--- config.mk ---
export PLATFORM = sky130hd
export DESIGN_NAME = arb_threshold_bank
export DESIGN_NICKNAME = d
export VERILOG_FILES = /design/src/arb_pkg.sv /design/src/arb_threshold_bank.sv
export SDC_FILE = /design/constraint.sdc
export NUM_CORES = 1
export LEC_CHECK = 0
export BUFFER_PORTS_ARGS = -buffer_cell sky130_fd_sc_hd__buf_4
export CORE_MARGIN = 2
export CORE_UTILIZATION = 40
export CTS_CLUSTER_DIAMETER = 60
export DETAILED_ROUTE_END_ITERATION = 10
export PLACE_DENSITY_LB_ADDON = 0.2
export SLEW_MARGIN = 20
export SYNTH_ARGS = -nofsm -noshare
export SYNTH_HDL_FRONTEND = slang
export SYNTH_SLANG_ARGS = --single-unit
--- constraint.sdc ---
create_clock -name clk -period 11.06 [get_ports clk]
set_clock_uncertainty 0.1 [all_clocks]
set_input_delay 0.553 -clock clk [delete_from_list [all_inputs] [get_ports clk]]
set_output_delay 0.553 -clock clk [all_outputs]
set_load 0.005 [all_outputs]
--- src/arb_pkg.sv ---
// Package: constants and carrier types of the result threshold bank
package arb_pkg;

   // ----------------------------------------------------------------
   // Widths
   // ----------------------------------------------------------------
   localparam int ARB_DW = 24;
   localparam int ARB_AW = 8;
   localparam int ARB_NLIM = 5;

   // ----------------------------------------------------------------
   // Register offsets
   // ----------------------------------------------------------------
   localparam logic [7:0] ARB_OFS_R4_LOWER = 8'h24;
   localparam logic [7:0] ARB_OFS_R5_LOWER = 8'h25;
   localparam logic [7:0] ARB_OFS_R6_LOWER = 8'h26;
   localparam logic [7:0] ARB_OFS_R7_LOWER = 8'h27;
   localparam logic [7:0] ARB_OFS_R0_UPPER = 8'h28;

   // ----------------------------------------------------------------
   // Field layout, reset and read values
   // ----------------------------------------------------------------
   localparam int ARB_LIMIT_MSB = 23;
   localparam int ARB_LIMIT_LSB = 0;
   localparam logic [23:0] ARB_LIMIT_RST = 24'h000000;
   localparam logic [23:0] ARB_UNMAPPED_RD = 24'h000000;

   // Slot index of each limit inside the bank
   localparam int ARB_SLOT_R4 = 0;
   localparam int ARB_SLOT_R5 = 1;
   localparam int ARB_SLOT_R6 = 2;
   localparam int ARB_SLOT_R7 = 3;
   localparam int ARB_SLOT_R0 = 4;

   // Number-format setting codes
   typedef enum logic {
      ARB_FMT_TWOS = 1'b0,
      ARB_FMT_OFFSET = 1'b1
   } arb_fmt_t;

   // ----------------------------------------------------------------
   // Carriers
   // ----------------------------------------------------------------
   typedef struct packed {
      logic wr;
      logic rd;
      logic [7:0] addr;
      logic [23:0] wdata;
   } arb_req_t;

   typedef struct packed {
      logic valid;
      logic [23:0] rdata;
   } arb_rsp_t;

   typedef struct packed {
      logic [23:0] result0;
      logic [23:0] result4;
      logic [23:0] result5;
      logic [23:0] result6;
      logic [23:0] result7;
   } arb_results_t;

   typedef struct packed {
      logic over_range_flag_0;
      logic under_range_flag_7;
      logic under_range_flag_6;
      logic under_range_flag_5;
      logic under_range_flag_4;
   } arb_flags_t;

endpackage

--- src/arb_threshold_bank.sv ---
// Module: limit registers and range comparators for stored results
`timescale 1ns/10ps

module arb_threshold_bank
   import arb_pkg::*;
(
   // Clock, reset, enable
   input wire logic clk,
   input wire logic rst,
   input wire logic ce,
   // Register access from the serial control port
   input wire arb_req_t req,
   output arb_rsp_t rsp,
   // Stored conversion results and coding settings
   input wire arb_results_t results,
   input wire logic polarity_select,
   input wire arb_fmt_t number_format,
   // Range status
   output arb_flags_t flags
);

   // ----------------------------------------------------------------
   // Address decode
   // ----------------------------------------------------------------
   logic [ARB_NLIM-1:0] slot_hit;
   logic [2:0] wr_slot;
   logic wr_hit;
   logic take_wr;
   logic take_rd;

   // One-hot slot select plus an index for the single write port
   always_comb begin
      slot_hit = '0;
      wr_slot = 3'h0;
      unique case (req.addr)
         ARB_OFS_R4_LOWER: begin
            slot_hit[ARB_SLOT_R4] = 1'b1;
            wr_slot = 3'(ARB_SLOT_R4);
         end
         ARB_OFS_R5_LOWER: begin
            slot_hit[ARB_SLOT_R5] = 1'b1;
            wr_slot = 3'(ARB_SLOT_R5);
         end
         ARB_OFS_R6_LOWER: begin
            slot_hit[ARB_SLOT_R6] = 1'b1;
            wr_slot = 3'(ARB_SLOT_R6);
         end
         ARB_OFS_R7_LOWER: begin
            slot_hit[ARB_SLOT_R7] = 1'b1;
            wr_slot = 3'(ARB_SLOT_R7);
         end
         ARB_OFS_R0_UPPER: begin
            slot_hit[ARB_SLOT_R0] = 1'b1;
            wr_slot = 3'(ARB_SLOT_R0);
         end
         default: begin
            // Unmapped offsets select nothing
            slot_hit = '0;
            wr_slot = 3'h0;
         end
      endcase
   end

   assign wr_hit = |slot_hit;
   assign take_wr = ce && req.wr && wr_hit;
   assign take_rd = ce && req.rd;

   // ----------------------------------------------------------------
   // Limit storage
   // ----------------------------------------------------------------
   logic [ARB_DW-1:0] limit [ARB_NLIM];

   // Whole field written at once; no partial lanes on this port
   always_ff @(posedge clk or posedge rst) begin
      if (rst) begin
         for (int i = 0; i < ARB_NLIM; i++) begin
            limit[i] <= ARB_LIMIT_RST;
         end
      end else if (take_wr) begin
         limit[wr_slot] <= req.wdata[ARB_LIMIT_MSB:ARB_LIMIT_LSB];
      end
   end

   // ----------------------------------------------------------------
   // Read path
   // ----------------------------------------------------------------
   logic [ARB_DW-1:0] next_rdata;

   // Plain mux of stored values, so reading disturbs nothing
   always_comb begin
      next_rdata = ARB_UNMAPPED_RD;
      for (int i = 0; i < ARB_NLIM; i++) begin
         if (slot_hit[i]) begin
            next_rdata = limit[i];
         end
      end
   end

   // Valid is high for one enabled cycle after each taken read; it holds its value while ce is low
   always_ff @(posedge clk or posedge rst) begin
      if (rst) begin
         rsp.valid <= 1'b0;
      end else if (ce) begin
         rsp.valid <= req.rd;
      end
   end

   // Data holds until the next taken read; a write in the same cycle
   // is not yet visible, so the old value is returned
   always_ff @(posedge clk or posedge rst) begin
      if (rst) begin
         rsp.rdata <= '0;
      end else if (take_rd) begin
         rsp.rdata <= next_rdata;
      end
   end

   // ----------------------------------------------------------------
   // Comparators
   // ----------------------------------------------------------------
   // Signed order only for bipolar two's complement; offset binary and
   // unipolar codes already sort as unsigned. Limits are not recoded on a
   // setting change, which is why the host must rewrite them.
   logic signed_cmp;
   assign signed_cmp = polarity_select && (number_format == ARB_FMT_TWOS);

   function automatic logic below(input logic [23:0] a, input logic [23:0] b,
                                  input logic sgn);
      below = sgn ? ($signed(a) < $signed(b)) : (a < b);
   endfunction

   logic [ARB_DW-1:0] cmp_lhs [ARB_NLIM];
   logic [ARB_DW-1:0] cmp_rhs [ARB_NLIM];
   logic [ARB_NLIM-1:0] cmp_out;

   // Operand routing; the upper limit swaps sides so one strict
   // less-than serves both directions
   always_comb begin
      cmp_lhs[ARB_SLOT_R4] = results.result4;
      cmp_rhs[ARB_SLOT_R4] = limit[ARB_SLOT_R4];
      cmp_lhs[ARB_SLOT_R5] = results.result5;
      cmp_rhs[ARB_SLOT_R5] = limit[ARB_SLOT_R5];
      cmp_lhs[ARB_SLOT_R6] = results.result6;
      cmp_rhs[ARB_SLOT_R6] = limit[ARB_SLOT_R6];
      cmp_lhs[ARB_SLOT_R7] = results.result7;
      cmp_rhs[ARB_SLOT_R7] = limit[ARB_SLOT_R7];
      cmp_lhs[ARB_SLOT_R0] = limit[ARB_SLOT_R0];
      cmp_rhs[ARB_SLOT_R0] = results.result0;
   end

   for (genvar g = 0; g < ARB_NLIM; g++) begin : g_cmp
      assign cmp_out[g] = below(cmp_lhs[g], cmp_rhs[g], signed_cmp);
   end

   // ----------------------------------------------------------------
   // Range status
   // ----------------------------------------------------------------
   arb_flags_t next_flags;

   always_comb begin
      next_flags.under_range_flag_4 = cmp_out[ARB_SLOT_R4];
      next_flags.under_range_flag_5 = cmp_out[ARB_SLOT_R5];
      next_flags.under_range_flag_6 = cmp_out[ARB_SLOT_R6];
      next_flags.under_range_flag_7 = cmp_out[ARB_SLOT_R7];
      next_flags.over_range_flag_0 = cmp_out[ARB_SLOT_R0];
   end

   // Live levels, not sticky: each enabled edge recomputes them
   always_ff @(posedge clk or posedge rst) begin
      if (rst) begin
         flags <= '0;
      end else if (ce) begin
         flags <= next_flags;
      end
   end

endmodule // arb_threshold_bank

# [Yosys cells after proc, flatten, opt, wreduce, memory -nomap -nowiden]
# Index checks and enable logic that the tools add are counted.
[totals] register_bits=150 latch_bits=0 mem_bits_rw=0 rom_bits=0 inputBits=159 elab_cells=56 memories=0
[op_classes] n_addsub=0 n_mul=0 div_mod_pow=0 magnitude_cmp=12 n_eq_ne=5 shifts=0 muxes=19 bitwise_logic=2 reduce_logical=6
[ops] operator="$lt A24 B24 Y1" n=10
[ops] operator="$mux W24" n=6
[ops] operator="$bwmux W120" n=1
[ops] operator="$demux W24 S3" n=1
[ops] operator="$eq A8 B6 Y1 const B" n=5
[ops] operator="$pmux W3 S4" n=1
[ops] operator="$mux W1" n=10
[ops] operator="$logic_and A1 B1 Y1" n=5
[ops] operator="$reduce_or A5 Y1" n=1
[ops] operator="$ge A4 B4 Y1 const B" n=1
[ops] operator="$lt A4 B1 Y1 const B" n=1
[ops] operator="$not A3 Y4" n=1
[ops] operator="$not A1 Y1" n=1

# [Logic depth before layout (Yosys ltp)]
# Gate-level depths: netlist of run 1.
[depth] ltp_word=8 ltp_mapped=9

# [Least setup slack after synthesis of run 1]
# No wires, ideal clock.
[synth_path] path_kind="in2reg" from="input req[28] (netlist bit)" to="register limit, in the netlist cmp_rhs[96]" setup_time_ns=0.127 arrival_time_ns=2.294 slack_ns=8.538 path_stages=5 path_cell_list="or4b_4 or3b_4 nor4_4 buf_6 mux2_1"
[synth_between] elab_chain_cells=8 elab_cells_between_ends=20 cone_classes="order compare (2); eq/ne (5); mux (9); bitwise (1); reduce/logical (3)"
[synth_rtl] item="start, declared" line_no="arb_threshold_bank.sv:12" rtl="input wire arb_req_t req,"
[synth_rtl] item="$eq A8 B6 Y1" line_no="arb_threshold_bank.sv:35" rtl="unique case (req.addr)"
[synth_rtl] item="$pmux W3 S4" line_no="arb_threshold_bank.sv:35"
[synth_rtl] item="$not A3 Y4 (implied by the code)" line_no="arb_threshold_bank.sv:80" rtl="limit[wr_slot] <= req.wdata[ARB_LIMIT_MSB:ARB_LIMIT_LSB];"
[synth_rtl] item="$ge A4 B4 Y1 (implied by the code) or $lt A4 B1 Y1 (tied branches)" line_no="arb_threshold_bank.sv:80"
[synth_rtl] item="$logic_and A1 B1 Y1 (implied by the code)" line_no="arb_threshold_bank.sv:80"
[synth_rtl] item="$mux W24 (implied by the code)" line_no="arb_threshold_bank.sv:80"
[synth_rtl] item="$demux W24 S3" line_no="arb_threshold_bank.sv:80"
[synth_rtl] item="$bwmux W120" line_no="arb_threshold_bank.sv:80"
[synth_rtl] item="end signal, assigned by index" line_no="arb_threshold_bank.sv:80"
[synth_rtl] item="end, declared" line_no="arb_threshold_bank.sv:71" rtl="logic [ARB_DW-1:0] limit [ARB_NLIM];"
# Several ways; a longest one is shown, not always the timed one.
# A chain may end at the register's enable or synchronous reset.

# [Final worst setup path of run 1]
[layout_path] from="input req[28] (netlist bit)" to="register limit, in the netlist cmp_rhs[48]"
# Same word-level chain as after synthesis.

==> reports/qor.yml, run 1 <==
critical_path:
  arrival_ns: 3.41
  crit_fanout: 25
  crit_start: "req[28]"
  required_ns: 11.28
  crit-reg2reg-launch: "cmp_rhs[83]"
  start_kind: "input port"
  end_kind: "flip-flop"
  worstSetupPathType: "in -> reg"
layout:
  num_antenna_cells: 0
  layout.cells.non_filler: 1443
  fin_area_sq_um: 11580
  regArea_sq_um: 3754
  n_fill_cell: 2228
  multi_input_area_sq_um: 4964
  drive_gt1_frac: 0.3007
  area_growth_pct: 23.24
  finalNetCount: 1386
drt:
  route.antenna.remaining_nets: 0
  routedWlPerCell_microns: 19.88
  viasPerCell: 5.245
  drt-total-wl_mm: 28.68
  dr.pass1.iters: 5
  via_count: 7569
  drtIter0Drc: 560
  drc_errors: 0
logic_synthesis:
  yosysTopAreaCell: "dfrtp_1"
  syn-num-nets: 1212
  synth_warnings: 0
  async_flop_share: 1.000
  synthFlopType: "dfrtp_1"
  synth_area_per_cell_sq_um: 10.02
  ys_top_cells_by_area: "dfrtp_1 40%, ha_1 15%, mux2_2 6.0%, inv_1 4.8%, nand2_1 4.8%"
  syn_area_sq_um: 9397
  ys_seq_area_frac: 0.3995
  syn_inst: 938
  synth_top_area_frac: 0.3995
  ys_ff_latch: 150
  synthDistinctLibCells: 57
  synth_edf_count: 0
clock_tree:
  cts_setup_buffers: 0
  clockBufferDepth: 2
  htreeDepth: 4
  clkTransAtPathRegs_ns: 0.06
  cts.sinks: 150
  tritoncts: "built"
  ctsHoldBuffers: 0
  postCtsResizedCells: 0
  clkLatencyLatePin_ns: 0.43
  root_buffer: "clkbuf_16"
  numCtsBuffers: 17
sta:
  relSlewSlack: 0.3101
  hold_viol_final: 0
  final.min_clock_period_ns: 3.190
  clock.fmax_ghz: 0.3135
  slew_viol_final: 0
  setup_tns_ns: 0
  period_share: 0.2884
  setup_viol: 0
  whs_ns: 0.2069
  rsz0062_at_grt: "false"
  tightest_slew_ns: 1.031
floorplanning:
  io_pins: 189
  start_util: 0.4039
  die-area_sq_um: 24730
  die_h_microns: 157.3
  die_w_microns: 157.3
  num_rows: 56
  core_sq_um: 23260
grt:
  gr-total-overflow: 0
  grt_pass1_vias: 7381
  antenna_found_initial: 0
  track_usage: 0.2380
  grt_max_degree: 90
  grt_pass1_wl_mm: 43.55
job:
  maxCapViolations: 0
placed_design:
  portBuffers: 188
  dpl_cell_area_sq_um: 11020
  dp_cells: 1412
  hpwl_mm: 21.73
  gp_congestion: 0.8408
hold_path:
  hold_class: "in -> async"
status:
  status: "finished clean"
power:
  powerDensity_nw_per_um2: 116.3
  power.leakage_nw: 5.856
  ir_drop_uv: 81.31
[state kept, by name, indices dropped and copies added, names as in the netlist]
name / count
rsp: 25
flags: 5
cmp_rhs: 96
cmp_lhs: 24
[layer usage]
metal | global-route usage | up-vias | part of all wire
li1 | - | 3684 | -
met1 | 0.3466 | 3622 | 0.47
met2 | 0.3726 | 239 | 0.46
met3 | 0.03331 | 24 | 0.054
met4 | 0.06104 | 0 | 0.015
met5 | 0 | - | 0
[kinds of logic (layout without fill, tap and decap cells)]
group,count (synthesis),count (layout),share of synthesized area
fa+ha+maj,115,115,0.1531
mux,69,69,0.1017
simple gates,202,202,0.1037
flops,150,150,0.3995
buf+inv,158,344,0.07337
compound gates,244,244,0.1686
[area by class of cell]
cell class | instances | area share
multi-input combinational | 630 | 0.4286
inverter | 121 | 0.03965
timing repair buffer | 192 | 0.1245
sequential | 150 | 0.3241
clock inverter | 12 | 0.009508
tap | 319 | 0.03447
clock buffer | 19 | 0.03911
[synthesized netlist by cell type (2+ instances only)]
library cell / count
ha_1: 115
nor4_1: 4
o311ai_0: 3
a22oi_1: 16
o21ai_1: 5
a21oi_1: 49
mux2_1: 2
clkbuf_1: 14
a211oi_1: 8
nor2_1: 23
o211ai_1: 2
o21ai_0: 75
a21boi_0: 4
a2111oi_0: 3
nand4_1: 13
o22a_1: 2
o41ai_1: 8
buf_4: 3
a211o_1: 4
o21a_1: 2
buf_2: 8
o311a_1: 3
dfrtp_1: 150
nor2b_1: 3
buf_1: 2
nand2b_1: 8
nand3_1: 12
and4_1: 3
mux4_2: 16
nand3_2: 2
a41o_1: 3
o22ai_1: 8
inv_1: 121
a31oi_1: 2
buf_6: 10
a221oi_1: 2
o21ai_2: 34
nand2_1: 121
mux2_2: 50
a21o_1: 8
[path summary, 6_finish.rpt]
kind                               end  slack, ns  cells past startpoint
max reg2reg                   flags[1]       8.21                      8
min in group clk           cmp_rhs[95]       0.27                      3
min                            rsp[10]       0.21                      2
max in group asynchronous  cmp_rhs[94]       9.33                      3
max                        cmp_rhs[48]       7.87                      8
min reg2reg                    rsp[11]       0.38                      2
[report_power, final]
part           total, W  switching (W)  internal [W]
clock network  0.000569       0.000231      0.000338
registers      0.000583      0.0000139      0.000569
logic          0.000195       0.000102     0.0000932
[critical path, stage by stage]
cell and delay (ns):
buf_4 0.10, or4b_4 0.59, nor3b_2 0.20, buf_4 0.33, nand3b_4 0.21, nor2_2 0.63
buf_4 0.40, mux2_2 0.37
[per-stage QoR]
step,power (W),setup WS [ns],utilization
floorplan,0.0006888,6.371,-
global placement,0.0007847,7.485,0.4736
detailed placement,0.0007882,7.415,0.4736
CTS,0.001357,7.876,0.4978
global route,0.001403,7.686,0.4978
finish,0.001347,7.870,0.4978
[cell usage in the layout (no fill, tap or decap), drive strengths merged, types with 3 or more instances in the layout]
master / netlist / final
clkbuf: 14 / 19
mux2: 52 / 52
and4: 3 / 3
o22ai: 8 / 8
clkinv: 0 / 10
mux4: 16 / 16
inv: 121 / 121
o311ai: 3 / 3
a41o: 3 / 3
nor4: 5 / 5
o21ai: 114 / 114
ha: 115 / 115
dfrtp: 150 / 150
o41ai: 8 / 8
nand2: 121 / 121
nor2: 25 / 25
nand2b: 8 / 8
a21oi: 49 / 49
nand4: 13 / 13
a211o: 4 / 4
a21o: 8 / 8
nand3: 14 / 14
a2111oi: 3 / 3
nor2b: 3 / 3
o311a: 3 / 3
buf: 23 / 192
a22oi: 16 / 16
a21boi: 4 / 4
a211oi: 8 / 8
Power figures use the tool's default switching activity.
==> run 2: changes to the inputs <==
clock period = 3.25 ns   (was 11.06 ns; I/O delays follow)
==> reports/qor.yml, run 2 (synthesis gave the netlist of run 1 again) <==
clock_tree:
  tritoncts: "built"  # unchanged
  clockBufferDepth: 2  # unchanged
  numCtsBuffers: 17  # unchanged
  cts.sinks: 150  # unchanged
  cts_setup_buffers: 0  # unchanged
  htreeDepth: 4  # unchanged
  clkLatencyLatePin_ns: 0.43  # about the same
  clkTransAtPathRegs_ns: 0.07  # was 0.06 ns
  root_buffer: "clkbuf_16"  # unchanged
critical_path:
  r2r-end: "flags[1]"  # unchanged
  crit_start: "cmp_rhs[83]"  # was req[28]
  arrival_ns: 2.92  # was 3.41 ns
  crit_fanout: 3  # was 25
  r2r_cells: 8  # unchanged
  start_kind: "flip-flop"  # was input port
  worstSetupPathType: "reg -> reg"  # was in -> reg
  crit-reg2reg-launch: "cmp_rhs[83]"  # unchanged
  worst-r2r-setup-slack_ns: 0.59  # was 8.21 ns
  crit_end: "flags[1]"  # was cmp_rhs[48]
  required_ns: 3.50  # was 11.28 ns
  end_kind: "flip-flop"  # unchanged
grt:
  antenna_found_initial: 0  # unchanged
  grt_max_degree: 67  # was 90
  gr-total-overflow: 0  # unchanged
  track_usage: 0.2430  # was 0.2380
  grt_pass1_vias: 7578  # was 7381
  grt_pass1_wl_mm: 44.22  # was 43.55 mm
layout:
  final_cell_mix: "201 x buf_4, 150 x dfrtp_1, 120 x inv_1, 120 x nand2_1, 115 x ha_1"  # was 192 x buf_4, 150 x dfrtp_1, 120 x inv_1, 120 x nand2_1, 115 x ha_1
  largest_reg_flops: 96  # unchanged
  drive_gt1_frac: 0.3012  # was 0.3007
  final_util: 0.5147  # was 0.4978
  area_growth_pct: 27.43  # was 23.24%
  n_fill_cell: 2223  # was 2228
  num_antenna_cells: 0  # unchanged
  finalNetCount: 1423  # was 1386
  final_common_cell: "buf_4"  # unchanged
drt:
  route.antenna.remaining_nets: 0  # unchanged
  drc_errors: 0  # unchanged
  drt-total-wl_mm: 29.93  # was 28.68 mm
  wl_met1_mm: 14.16  # was 13.52 mm
  dr_wl_met3_mm: 1.682  # was 1.535 mm
  routedWlPerCell_microns: 20.21  # was 19.88 microns
  top_layer: "met4"  # unchanged
  dr.pass1.iters: 5  # unchanged
  viasPerCell: 5.280  # was 5.245
  via_count: 7819  # was 7569
  drtIter0Drc: 453  # was 560
  wl_met2_mm: 13.55  # was 13.19 mm
sta:
  slew_viol_final: 0  # unchanged
  setup_tns_ns: 0  # unchanged
  rsz0062_at_grt: "false"  # unchanged
  clock.fmax_ghz: 0.3757
  hold_viol_final: 0  # unchanged
  tightest_slew_ns: 1.004  # was 1.031 ns
  relSlewSlack: 0.3284  # was 0.3101
  period_share: 0.8190
  setup_viol: 0  # unchanged
  final.min_clock_period_ns: 2.662
power:
  p_total_w: 0.004690  # was 0.001347 W
  ir_drop_uv: 248.2  # was 81.31 uV
  power.leakage_nw: 6.007  # was 5.856 nW
  powerDensity_nw_per_um2: 391.7  # was 116.3 nW/um^2
floorplanning:
  die_w_microns: 157.3  # unchanged
  num_rows: 56  # unchanged
  core_sq_um: 23260  # unchanged
  start_util: 0.4039  # unchanged
  die_h_microns: 157.3  # unchanged
  die-area_sq_um: 24730  # unchanged
  io_pins: 189  # unchanged
status:
  status: "finished clean"  # unchanged
hold_path:
  hold_class: "in -> reg"  # was in -> async
placed_design:
  portBuffers: 188  # unchanged
  hpwl_mm: 22.72  # was 21.73 mm
  gp_congestion: 0.8563  # was 0.8408
job:
  maxCapViolations: 0  # unchanged
-- run 2: metal layers --
metal / vias up / GRT usage
li1: 3750 / -
met2: 263 / 0.3766
met5: - / 0
met4: 0 / 0.06753
met3: 24 / 0.03414
met1: 3782 / 0.3557
-- run 2: metrics by stage --
stage	cells	hold slack (ns)	instance area [sq um]	worst slack [ns]
finish	1481	0.09616	11970	0.5882
global route	1481	0.1304	11970	0.5075
CTS	1481	0.08865	11970	0.6383
detailed placement	1423	0.1879	11120	0.6273
global placement	1423	0.1904	11120	0.6679
floorplan	938	0.1793	9400	1.099
-- run 2: worst min path at each step --
stage          cells past startpoint   startpoint  slack [ns]      endpoint
2_1_floorplan                      2       req[4]        0.18  cmp_rhs[100]
3_3_place_gp                       2          rst        0.19   cmp_lhs[10]
3_5_place_dp                       2          rst        0.19   cmp_lhs[10]
4_1_cts                            5  results[71]        0.09      flags[1]
5_1_grt                            4      req[33]        0.13   cmp_rhs[97]
6_report                           5  results[71]         0.1      flags[1]
-- run 2: report_power, final --
part	leakage, nW	internal (W)	switching, W
Clock	0.275	0.00116	0.000844
Combinational	4.00	0.000344	0.000360
Sequential	1.73	0.00194	0.0000492
Total	6.01	0.00344	0.00125
-- run 2: what timing repair did --
action                    4_1_cts  5_1_grt
hold buffers                   26        0
hold endpoints to repair      144        0
gates resized for setup         0        0
-- run 2: cell type report --
| type | count | area, sq um | share of cell area |
|---|---|---|---|
| multi-input cells | 630 | 4964 | 0.4145 |
| flip-flops and latches | 150 | 3754 | 0.3135 |
| repair buffers | 229 | 1809 | 0.1511 |
| inverters | 121 | 457.9 | 0.03824 |
| clock buffers | 18 | 439.2 | 0.03668 |
| well taps | 319 | 399.1 | 0.03333 |
| clock inverters | 14 | 151.4 | 0.01264 |
-- run 2: worst max-delay path, stage by stage (launching register included) --
cell and delay (ns):
dfrtp_1 0.38, inv_1 0.09, ha_1 0.26, a21oi_1 0.14, o21ai_0 0.24, a211o_1 0.33
o311ai_0 0.67, nand4_1 0.16, a31oi_1 0.20
==> run 3: changes to the inputs <==
clock period = 2.3 ns   (was 3.25 ns; I/O delays follow)
==> reports/qor.yml, run 3 (synthesis gave the netlist of run 1 again) <==
status:
  status: "finished clean"  # unchanged
layout:
  num_antenna_cells: 0  # unchanged
  finalNetCount: 1456  # was 1423
  fin_area_sq_um: 12340  # was 11970 sq um
  final_cell_mix: "232 x buf_4, 150 x dfrtp_1, 120 x nand2_1"  # was 201 x buf_4, 150 x dfrtp_1, 120 x inv_1, 120 x nand2_1, 115 x ha_1
  final_util: 0.5303  # was 0.5147
  largest_reg_flops: 96  # unchanged
  multi_input_area_sq_um: 5049  # was 4964 sq um
  drive_gt1_frac: 0.3300  # was 0.3012
  regArea_sq_um: 3754  # unchanged
  final_common_cell: "buf_4"  # unchanged
  area_growth_pct: 31.29  # was 27.43%
  n_fill_cell: 2168  # was 2223
critical_path:
  path_common_cell: "o21ai_0"
  path_depth: 7  # was 8
  timing.critical_path.buf_inv: 0  # was 1
  arrival_ns: 2.39  # was 2.92 ns
  crit-reg2reg-launch: "cmp_lhs[15]"  # was cmp_rhs[83]
  cp_top_family: "compound AO/OA/AOI/OAI gates"  # unchanged
  cpPeakStageDelay_ns: 0.41  # was 0.67 ns
  worstSetupPathType: "reg -> reg"  # unchanged
  end_kind: "flip-flop"  # unchanged
  path_cells: "ha_1 > a21oi_1 > o21ai_0 > a221oi_1 > o21ai_0 > o211ai_1 > o311ai_0"  # was inv_1 > ha_1 > a21oi_1 > o21ai_0 > a211o_1 > o311ai_0 > nand4_1 > a31oi_1
  crit_slowest_cell: "dfrtp_1"  # was o311ai_0
  required_ns: 2.47  # was 3.50 ns
  r2r_cells: 7  # was 8
  crit_start: "cmp_lhs[15]"  # was cmp_rhs[83]
  crit_fanout: 3  # unchanged
  start_kind: "flip-flop"  # unchanged
sta:
  relSlewSlack: 0.5335  # was 0.3284
  clock.fmax_ghz: 0.4506  # was 0.3757 GHz
  final.min_clock_period_ns: 2.219  # was 2.662 ns
  setup_viol: 0  # unchanged
  tightest_slew_ns: 0.6972  # was 1.004 ns
  hold_viol_final: 0  # unchanged
  slew_viol_final: 0  # unchanged
  period_share: 0.9649  # was 0.8190
  setup_tns_ns: 0  # unchanged
drt:
  viasPerCell: 5.249  # was 5.280
  drtIter0Drc: 534  # was 453
  drt-total-wl_mm: 29.81  # was 29.93 mm
  route.antenna.remaining_nets: 0  # unchanged
  drc_errors: 0  # unchanged
  via_count: 7941  # was 7819
  dr.pass1.iters: 5  # unchanged
  routedWlPerCell_microns: 19.70  # was 20.21 microns
clock_tree:
  tritoncts: "built"  # unchanged
  clockBufferDepth: 2  # unchanged
  htreeDepth: 4  # unchanged
  numCtsBuffers: 17  # unchanged
  cts.sinks: 150  # unchanged
  root_buffer: "clkbuf_16"  # unchanged
  clkLatencyLatePin_ns: 0.43  # about the same
  clkTransAtPathRegs_ns: 0.06  # was 0.07 ns
floorplanning:
  core_sq_um: 23260  # unchanged
  die_w_microns: 157.3  # unchanged
  num_rows: 56  # unchanged
  io_pins: 189  # unchanged
  start_util: 0.4039  # unchanged
  die_h_microns: 157.3  # unchanged
  die-area_sq_um: 24730  # unchanged
power:
  powerDensity_nw_per_um2: 542.9  # was 391.7 nW/um^2
  power.leakage_nw: 6.204  # was 6.007 nW
  p_total_w: 0.006697  # was 0.004690 W
  ir_drop_uv: 365.3  # was 248.2 uV
grt:
  grt_pass1_wl_mm: 45.51  # was 44.22 mm
  gr-total-overflow: 0  # unchanged
  antenna_found_initial: 1  # was 0
  track_usage: 0.2496  # was 0.2430
  grt_pass1_vias: 8028  # was 7578
  grt_max_degree: 63  # was 67
hold_path:
  hold_class: "in -> reg"  # unchanged
  worstHoldStart: "results[71]"  # unchanged
  min_path_cells: 5  # unchanged
placed_design:
  gp_congestion: 0.8721  # was 0.8563
  dpl_cell_area_sq_um: 11380  # was 11120 sq um
  portBuffers: 188  # unchanged
  hpwl_mm: 23.17  # was 22.72 mm
job:
  maxCapViolations: 0  # unchanged
-- run 3: cell types whose count changed in the layout (fill, tap and decap cells not counted), sizes merged --
cell,previous run,this run
clkbuf,18,24
clkinv,4,3
inv,123,120
clkinvlp,6,3
buf,203,236
-- run 3: area by class of cell --
| class | instances | share of cell area |
|---|---|---|
| clock inverter | 7 | 0.007607 |
| timing repair buffer | 262 | 0.1688 |
| clock buffer | 24 | 0.04067 |
| multi-input combinational | 630 | 0.4092 |
| sequential | 150 | 0.3043 |
| tap | 319 | 0.03235 |
| inverter | 121 | 0.03712 |
-- run 3: per-stage QoR --
step / hold WS, ns / cells / worst slack (ns)
after floorplan: 0.1318 / 938 / 0.1960
after global placement: 0.08013 / 1454 / -0.1516
after detailed placement: 0.07628 / 1454 / -0.1980
after CTS: 0.09049 / 1511 / 0.01504
after global routing: 0.1401 / 1513 / -0.06316
final: 0.1043 / 1513 / 0.08068
-- run 3: power breakdown --
group	leakage (nW)	switching [W]	internal, W
logic	4.18	0.000524	0.000515
registers	1.73	0.0000665	0.00274
clock network	0.288	0.00112	0.00174
-- run 3: repair_timing --
item,in CTS,in global routing
gates resized for setup,4,21
hold buffers,26,0
endpoints found under the setup margin,2,5
setup buffers,0,2
hold endpoints to repair,138,0
pin swaps,0,4
-- run 3: metal layers --
layer | routed length, microns | GRT usage
met3 | 2068 | 0.05121
met5 | 12 | 0
met1 | 13610 | 0.3485
met4 | 716 | 0.08268
met2 | 13400 | 0.3876
-- run 3: worst reg2reg max path: cells and delay by family (launching register included) --
| kind | cells | cell delay [ns] |
|---|---|---|
| fa+ha+maj | 1 | 0.30 |
| flops | 1 | 0.41 |
| compound gates | 6 | 1.26 |
-- run 3: path summary, 6_finish.rpt --
check                               to  slack (ns)
max                           flags[4]        0.08
min reg2reg                    rsp[17]        0.38
min                           flags[1]        0.10
min in group asynchronous       rsp[9]        0.17
max reg2reg                   flags[4]        0.08
max in group asynchronous  cmp_rhs[92]        1.23
